--- src/rtl/gpio_pkg.sv ---
// Purpose: shared constants and types for the three-pin gpio port and its serial register access
// Assumes: 8-bit registers, 7-bit serial device address
// Notes:   register offsets, the dimming select bit position and register reset values live here
`default_nettype none
package gpio_pkg;

    // ------------------------------------------------------------
    // register map
    // ------------------------------------------------------------
    localparam logic [7:0] ADDR_PIN_DIRECTION_CONTROL = 8'h06;
    localparam logic [7:0] ADDR_PIN_DATA              = 8'h07;

    localparam int         PIN_COUNT          = 3;
    localparam int         DIM_SELECT_BIT     = 4;
    localparam logic [2:0] DIR_RESET          = 3'h0;
    localparam logic [2:0] DATA_RESET         = 3'h0;
    localparam logic       DIM_SELECT_RESET   = 1'b0;
    localparam logic [7:0] UNMAPPED_READ      = 8'h00;

    // ------------------------------------------------------------
    // serial interface
    // ------------------------------------------------------------
    localparam logic [6:0] DEVICE_ADDRESS     = 7'h59;
    localparam logic [3:0] BITS_PER_BYTE      = 4'h8;
    localparam logic [3:0] LAST_READ_BIT      = 4'h7;
    localparam logic [1:0] LINE_IDLE          = 2'h3;

    typedef enum logic [3:0] {
        ST_IDLE       = 4'h0,
        ST_ADDR       = 4'h1,
        ST_ADDR_ACK   = 4'h2,
        ST_REG        = 4'h3,
        ST_REG_ACK    = 4'h4,
        ST_WDATA      = 4'h5,
        ST_WDATA_ACK  = 4'h6,
        ST_RDATA      = 4'h7,
        ST_RDATA_ACK  = 4'h8
    } serial_state_t;

    // pin drive bundle: enable and level for each pin
    typedef struct packed {
        logic [PIN_COUNT-1:0] oe;
        logic [PIN_COUNT-1:0] value;
    } pin_drive_t;

endpackage
`default_nettype wire

--- src/rtl/pin_sync3.sv ---
// Purpose: three-stage input synchroniser with agreement filter
// Assumes: inputs are asynchronous to i_clk
// Notes:   output moves only when stages two and three agree
`timescale 1ns/10ps
`default_nettype none
module pin_sync3 #(
    parameter int                 WIDTH     = 1,
    parameter logic [WIDTH-1:0]   RESET_VAL = '0
) (
    input  wire logic             i_clk,     // core clock
    input  wire logic             i_reset_n, // async reset, active low
    input  wire logic [WIDTH-1:0] i_d,       // asynchronous inputs
    output logic      [WIDTH-1:0] o_q        // filtered synchronous levels
);

    logic [WIDTH-1:0] s1_reg;
    logic [WIDTH-1:0] s2_reg;
    logic [WIDTH-1:0] s3_reg;

    always_ff @(posedge i_clk or negedge i_reset_n) begin
        if (!i_reset_n) begin
            s1_reg <= RESET_VAL;
            s2_reg <= RESET_VAL;
            s3_reg <= RESET_VAL;
        end else begin
            s1_reg <= i_d;
            s2_reg <= s1_reg;
            s3_reg <= s2_reg;
        end
    end

    // a one-cycle glitch caught by stage two never reaches the output
    always_ff @(posedge i_clk or negedge i_reset_n) begin
        if (!i_reset_n) begin
            o_q <= RESET_VAL;
        end else begin
            o_q <= (o_q & (s2_reg ^ s3_reg)) | (s3_reg & ~(s2_reg ^ s3_reg));
        end
    end
endmodule
`default_nettype wire

--- src/rtl/gpio_port.sv ---
// Purpose: three-pin general purpose port with dimming input select, reached over a two-wire serial slave
// Assumes: scl and sda are slow against i_clk; sda is open drain, pulled up outside
// Notes:   rules carried out by this block follow
`timescale 1ns/10ps
`default_nettype none
module gpio_port #(
    parameter logic [6:0] SLAVE_ADDRESS = gpio_pkg::DEVICE_ADDRESS
) (
    input  wire logic       i_clk,       // core clock, 250 MHz
    input  wire logic       i_reset_n,   // async reset, active low
    input  wire logic       i_scl,       // serial clock pin
    input  wire logic       i_sda,       // serial data pin level
    output logic            o_sda_out,   // serial data drive level, always low
    output logic            o_sda_oe,    // high while pulling sda low
    input  wire logic [2:0] i_gpio_in,   // pin levels
    output logic      [2:0] o_gpio_out,  // pin drive levels
    output logic      [2:0] o_gpio_oe,   // pin drive enables
    output logic            o_dim_en,    // dimming input selected on pin 0
    output logic            o_dim_level  // dimming level, high means lights on
);

    // ------------------------------------------------------------
    // input synchronisers
    // ------------------------------------------------------------
    logic [2:0] pin_sync;
    logic [1:0] line_sync;

    pin_sync3 #(.WIDTH(3), .RESET_VAL(3'h0)) u_pin_sync (
        .i_clk     (i_clk),
        .i_reset_n (i_reset_n),
        .i_d       (i_gpio_in),
        .o_q       (pin_sync)
    );

    pin_sync3 #(.WIDTH(2), .RESET_VAL(gpio_pkg::LINE_IDLE)) u_line_sync (
        .i_clk     (i_clk),
        .i_reset_n (i_reset_n),
        .i_d       ({i_scl, i_sda}),
        .o_q       (line_sync)
    );

    // ------------------------------------------------------------
    // line event detection
    // ------------------------------------------------------------
    logic scl_s;
    logic sda_s;
    logic scl_prev_reg;
    logic sda_prev_reg;
    logic scl_rise;
    logic scl_fall;
    logic start_seen;
    logic stop_seen;

    assign scl_s = line_sync[1];
    assign sda_s = line_sync[0];

    always_ff @(posedge i_clk or negedge i_reset_n) begin
        if (!i_reset_n) begin
            scl_prev_reg <= 1'b1;
            sda_prev_reg <= 1'b1;
        end else begin
            scl_prev_reg <= scl_s;
            sda_prev_reg <= sda_s;
        end
    end

    assign scl_rise   = scl_s & ~scl_prev_reg;
    assign scl_fall   = ~scl_s & scl_prev_reg;
    assign start_seen = scl_s & scl_prev_reg & sda_prev_reg & ~sda_s;
    assign stop_seen  = scl_s & scl_prev_reg & ~sda_prev_reg & sda_s;

    // ------------------------------------------------------------
    // register file
    // ------------------------------------------------------------
    gpio_pkg::serial_state_t state_reg;
    logic [2:0]              dir_reg;
    logic                    dim_sel_reg;
    logic [2:0]              data_reg;
    logic [7:0]              shift_reg;
    logic [7:0]              ptr_reg;
    logic                    reg_wr;
    logic [7:0]              read_byte;

    // commit on the rising scl edge inside the final acknowledge
    assign reg_wr = (state_reg == gpio_pkg::ST_WDATA_ACK) && scl_rise && !start_seen && !stop_seen;

    always_ff @(posedge i_clk or negedge i_reset_n) begin
        if (!i_reset_n) begin
            dir_reg     <= gpio_pkg::DIR_RESET;
            dim_sel_reg <= gpio_pkg::DIM_SELECT_RESET;
            data_reg    <= gpio_pkg::DATA_RESET;
        end else if (reg_wr) begin
            if (ptr_reg == gpio_pkg::ADDR_PIN_DIRECTION_CONTROL) begin
                dir_reg     <= shift_reg[2:0];
                dim_sel_reg <= shift_reg[gpio_pkg::DIM_SELECT_BIT];
            end else if (ptr_reg == gpio_pkg::ADDR_PIN_DATA) begin
                data_reg    <= shift_reg[2:0];
            end
        end
    end

    always_comb begin
        unique case (ptr_reg)
            gpio_pkg::ADDR_PIN_DIRECTION_CONTROL: read_byte = {3'h0, dim_sel_reg, 1'b0, dir_reg};
            gpio_pkg::ADDR_PIN_DATA:              read_byte = {5'h00, pin_sync};
            default:                              read_byte = gpio_pkg::UNMAPPED_READ;
        endcase
    end

    // ------------------------------------------------------------
    // pin drive and dimming outputs
    // ------------------------------------------------------------
    gpio_pkg::pin_drive_t drive_next;

    always_comb begin
        drive_next.value = data_reg;
        drive_next.oe    = dir_reg;
        drive_next.oe[0] = dir_reg[0] & ~dim_sel_reg;
    end

    always_ff @(posedge i_clk or negedge i_reset_n) begin
        if (!i_reset_n) begin
            o_gpio_out <= gpio_pkg::DATA_RESET;
            o_gpio_oe  <= gpio_pkg::DIR_RESET;
        end else begin
            o_gpio_out <= drive_next.value;
            o_gpio_oe  <= drive_next.oe;
        end
    end

    always_ff @(posedge i_clk or negedge i_reset_n) begin
        if (!i_reset_n) begin
            o_dim_en    <= 1'b0;
            o_dim_level <= 1'b0;
        end else begin
            o_dim_en    <= dim_sel_reg;
            o_dim_level <= dim_sel_reg & pin_sync[0];
        end
    end

    // ------------------------------------------------------------
    // serial slave
    // ------------------------------------------------------------
    logic [3:0] bit_cnt_reg;
    logic [7:0] tx_reg;
    logic       byte_done;

    assign byte_done = scl_fall && (bit_cnt_reg == gpio_pkg::BITS_PER_BYTE);
    assign o_sda_out = 1'b0;

    // sda only changes after an scl fall, so hold time to the master is the sync delay
    always_ff @(posedge i_clk or negedge i_reset_n) begin
        if (!i_reset_n) begin
            state_reg   <= gpio_pkg::ST_IDLE;
            bit_cnt_reg <= 4'h0;
            shift_reg   <= 8'h00;
            ptr_reg     <= 8'h00;
            tx_reg      <= 8'h00;
            o_sda_oe    <= 1'b0;
        end else if (start_seen) begin
            state_reg   <= gpio_pkg::ST_ADDR;
            bit_cnt_reg <= 4'h0;
            o_sda_oe    <= 1'b0;
        end else if (stop_seen) begin
            state_reg   <= gpio_pkg::ST_IDLE;
            o_sda_oe    <= 1'b0;
        end else begin
            unique case (state_reg)
                gpio_pkg::ST_IDLE: begin
                    o_sda_oe <= 1'b0;
                end
                gpio_pkg::ST_ADDR, gpio_pkg::ST_REG, gpio_pkg::ST_WDATA: begin
                    if (scl_rise) begin
                        shift_reg   <= {shift_reg[6:0], sda_s};
                        bit_cnt_reg <= bit_cnt_reg + 4'h1;
                    end else if (byte_done) begin
                        bit_cnt_reg <= 4'h0;
                        if (state_reg == gpio_pkg::ST_ADDR) begin
                            if (shift_reg[7:1] == SLAVE_ADDRESS) begin
                                state_reg <= gpio_pkg::ST_ADDR_ACK;
                                o_sda_oe  <= 1'b1;
                            end else begin
                                state_reg <= gpio_pkg::ST_IDLE;
                            end
                        end else if (state_reg == gpio_pkg::ST_REG) begin
                            ptr_reg   <= shift_reg;
                            state_reg <= gpio_pkg::ST_REG_ACK;
                            o_sda_oe  <= 1'b1;
                        end else begin
                            state_reg <= gpio_pkg::ST_WDATA_ACK;
                            o_sda_oe  <= 1'b1;
                        end
                    end
                end
                gpio_pkg::ST_ADDR_ACK: begin
                    if (scl_fall) begin
                        if (shift_reg[0]) begin
                            state_reg <= gpio_pkg::ST_RDATA;
                            tx_reg    <= read_byte;
                            o_sda_oe  <= ~read_byte[7];
                        end else begin
                            state_reg <= gpio_pkg::ST_REG;
                            o_sda_oe  <= 1'b0;
                        end
                    end
                end
                gpio_pkg::ST_REG_ACK, gpio_pkg::ST_WDATA_ACK: begin
                    if (scl_fall) begin
                        state_reg <= gpio_pkg::ST_WDATA;
                        o_sda_oe  <= 1'b0;
                    end
                end
                gpio_pkg::ST_RDATA: begin
                    if (scl_fall) begin
                        if (bit_cnt_reg == gpio_pkg::LAST_READ_BIT) begin
                            bit_cnt_reg <= 4'h0;
                            state_reg   <= gpio_pkg::ST_RDATA_ACK;
                            o_sda_oe    <= 1'b0;
                        end else begin
                            bit_cnt_reg <= bit_cnt_reg + 4'h1;
                            tx_reg      <= {tx_reg[6:0], 1'b0};
                            o_sda_oe    <= ~tx_reg[6];
                        end
                    end
                end
                gpio_pkg::ST_RDATA_ACK: begin
                    if (scl_rise && sda_s) begin
                        state_reg <= gpio_pkg::ST_IDLE;
                    end else if (scl_fall) begin
                        state_reg <= gpio_pkg::ST_RDATA;
                        tx_reg    <= read_byte;
                        o_sda_oe  <= ~read_byte[7];
                    end
                end
                default: begin
                    state_reg <= gpio_pkg::ST_IDLE;
                    o_sda_oe  <= 1'b0;
                end
            endcase
        end
    end
endmodule
`default_nettype wire

--- config.mk ---
export PLATFORM = sky130hd
export DESIGN_NAME = gpio_port
export DESIGN_NICKNAME = d
export VERILOG_FILES = /design/src/rtl/gpio_pkg.sv /design/src/rtl/pin_sync3.sv /design/src/rtl/gpio_port.sv
export SDC_FILE = /design/constraint.sdc
export NUM_CORES = 1
export LEC_CHECK = 0
export BUFFER_PORTS_ARGS = -buffer_cell sky130_fd_sc_hd__buf_2
export CAP_MARGIN = 10
export CORE_AREA = 3 3 82 84
export CTS_BUF_LIST = sky130_fd_sc_hd__clkbuf_16
export CTS_CLUSTER_DIAMETER = 120
export CTS_CLUSTER_SIZE = 24
export DETAILED_ROUTE_END_ITERATION = 16
export DIE_AREA = 0 0 85 87
export PLACE_DENSITY = 0.78
export SYNTH_ARGS = -nofsm -noshare
export SYNTH_HDL_FRONTEND = slang
export SYNTH_SLANG_ARGS = --single-unit
--- constraint.sdc ---
create_clock -name i_clk -period 2.2 [get_ports i_clk]
set_input_delay 0.33 -clock i_clk [delete_from_list [all_inputs] [get_ports i_clk]]
set_output_delay 0.33 -clock i_clk [all_outputs]
set_load 0.02 [all_outputs]
==> metrics.txt <==
status finished clean; commonest non-fill, non-tap cell in the layout dfrtp_1; Final nets between 200 and 300; Initial DRC Count 178; total track usage 16.2%; part of the power in registers about 45%; Clock Latency Late Sink between 0.3 and 0.4 ns; DRC 0; synth warn 0; initial antenna violation count 0; Final min period about 2 ns; Synth area leader dfrtp_1; vias about 1900; met1 wire length 2.58 mm; register-to-register setup slack 0.20 ns; layout cells sized above 1 about 30%; most frequent cells in the layout dfrtp_1 (59), mux2_2 (28), nand2_1 (23); Period Utilization, post-route between 90% and 100%; vias per cell between 5 and 6; row count 28; largest net degree at the start of global routing 33; Reg-to-Reg Start scl_prev_reg$_DFF_PN1_; CP Launch Type flop; sw frac between 20 and 30%; total iterations of the first detailed-routing run 4; Post-DRT Antenna Nets 0; Top Ports 17; synthesized area between 3000 and 4000 um2; crit-path cells nand2b_4, nor3_4, o31ai_1, a211oi_2, mux2_2; CP Buf/Inv Count 0; CP delay by family, top flip-flops; Die W approximately 85 um; initial core utilization ~50%; Min-Delay Endpoint u_line_sync.s1_reg[1]$_DFF_PN1_; Final Hold Vio Count 0; Synth Net Count 260; fmax between 400 and 500 MHz; WP data required around 2.4 ns; Clk pwr share between 40 and 50%; clk_skew 0.00683 ns; Synth Flop Type dfrtp_1; Setup TNS 0 ns; PD cells 901 nW/um2; fillcell total between 400 and 500; DRT Wirelength ~5.5 mm; Synth top area share approximately 49%; Avg Inst Size Synth roughly 12 um2; Crit Path Class flop to flop; Reg2Reg Depth 5; CTS H-tree depth 3; GP Congestion 0.875; PortBufs 15; Max stage delay on crit path 0.63 ns; dominant cells by area after synthesis dfrtp_1 (49%), mux2_2 (10%), dfstp_2 (8.7%); WL per Instance 15.5 um; Overflow after GRT 0; R2R Path End state_reg[2]$_DFFE_PN0P_; critical path arrival 2.21 ns; area grow syn2layout 16.2%; post-DP HPWL ~3.8 mm; routed length on met3 216 um; Setup crit end kind flop; Gate power share 10.8%; RSZ-0062 raised after global routing no; Clock transition at path regs ~0.06 ns; die height slightly below 90 um; number of enable flip-flop cells after synthesis 0; Core Area 5990 um2; min-delay src i_scl; HP Class input pin to flop; Die ar. 7400 um2; Post-CTS Setup Repair Bufs 0; post-place setup slack 0.181 ns; hold-critical path depth 1; DR WL met2 about 2.6 mm; count of final setup violators 0; vias in the first global route 1895; root buf cell clkbuf_16; global-route wire length before repair between 9 and 10 mm; flops & latches, synth just under 70; switching power slightly below 800 uW; post-layout util 58.4%; clock tree sinks 69; CTS tree built; total of max-cap violations 0; Internal between 2 and 2.5 mW; Ant. Diodes 0; Crit-path slowest cell dfstp_2; worst setup margin ~0.2 ns; Cells after Synth ~250; clock buffer depth 2; share of flip-flops with an asynchronous set or reset 100%; top layer reached by signal wires met4; number of buffers created by CTS 9; Max Slew Vio Count 0; Cell variety after synth between 50 and 60; largest fanout on the critical path 10; Leak 1.59 nW; sequential-to-total area share from yosys stat 57.8%; maximum vdd drop 0.000884 V
==> worst register-to-register path, delay by kind of cell, from the launching register on <==
kind	cells	cell delay, ns
AO/OA/AOI/OAI	2	0.52
multiplexers	1	0.39
flip-flops	1	0.63
AND/OR/NAND/NOR	2	0.35
==> per-layer routing <==
layer | global-route usage (%) | vias up
li1 | - | 931
met1 | 21.5 | 972
met3 | 4.35 | 8
met5 | 0 | -
met2 | 24.6 | 38
met4 | 7.91 | 0
==> power by group through the flow <==
stage                     clock network, mW  registers [mW]  logic [mW]
after global routing                   1.47            1.43       0.378
after global placement                    0            1.43       0.334
after detailed placement                  0            1.44       0.338
after floorplan                           0            1.40       0.253
final                                  1.40            1.41       0.341
after CTS                              1.43            1.41       0.341
==> cells in the mapped netlist (all sizes together) (6+ instances only) <==
cell and number:
a21oi 9, buf 8, dfrtp 59, dfstp 10, inv 6, mux2 29
nand2 23, nand2b 7, nand3 9, nor2 11, nor2b 8, o21ai 13
==> layout make-up <==
type                            instances  area, um2  area share [%]
Sequential cell                        69       1740            49.7
Multi-Input combinational cell        163       1190            33.9
Clock buffer                            9        225            6.44
Timing Repair Buffer                   25        165            4.72
Tap cell                               75       93.8            2.68
Clock inverter                          7       66.3            1.90
Inverter                                6       22.5           0.644
==> worst max path at each step <==
stage               cells after the start                  endpoint                        from
floorplan                               6  state_reg[0]$_DFFE_PN0P_                        flop
global placement                        5  state_reg[2]$_DFFE_PN0P_                        flop
detailed placement                      5  state_reg[1]$_DFFE_PN0P_                        flop
CTS                                     5  state_reg[2]$_DFFE_PN0P_                        flop
global route                            7  state_reg[2]$_DFFE_PN0P_  bit_cnt_reg[0]$_DFFE_PN0P_
finish                                  5  state_reg[2]$_DFFE_PN0P_      scl_prev_reg$_DFF_PN1_
==> what timing repair did <==
item,in CTS,in global routing
gates resized for setup,0,1
endpoints found under the setup margin,0,3
hold endpoints to repair,16,0
hold buffers,1,0
==> per-stage QoR <==
| stage | total power, mW | cell area, um2 | hold slack [ns] | std cells |
|---|---|---|---|---|
| 6_report | 3.15 | 3500 | 0.104 | 354 |
| 5_1_grt | 3.28 | 3500 | 0.0880 | 354 |
| 4_1_cts | 3.18 | 3500 | 0.0911 | 354 |
| 3_5_place_dp | 1.77 | 3190 | 0.318 | 337 |
| 3_3_place_gp | 1.77 | 3190 | 0.313 | 337 |
| 2_1_floorplan | 1.66 | 3010 | 0.0344 | 251 |
==> cells by family (layout without fill, tap and decap cells) <==
logic type	after synthesis	count (layout)	synth area share [%]
other	1	1	0.125
and+or+nand+nor	79	79	14.7
AOI/OAI and AO/OA	40	40	8.89
adders and majority gates	7	7	2.49
xor gates and xnor gates	2	2	0.582
buffers and inverters	19	47	2.91
muxes	34	34	12.5
DFF	69	69	57.8
Power figures use the tool's default switching activity.
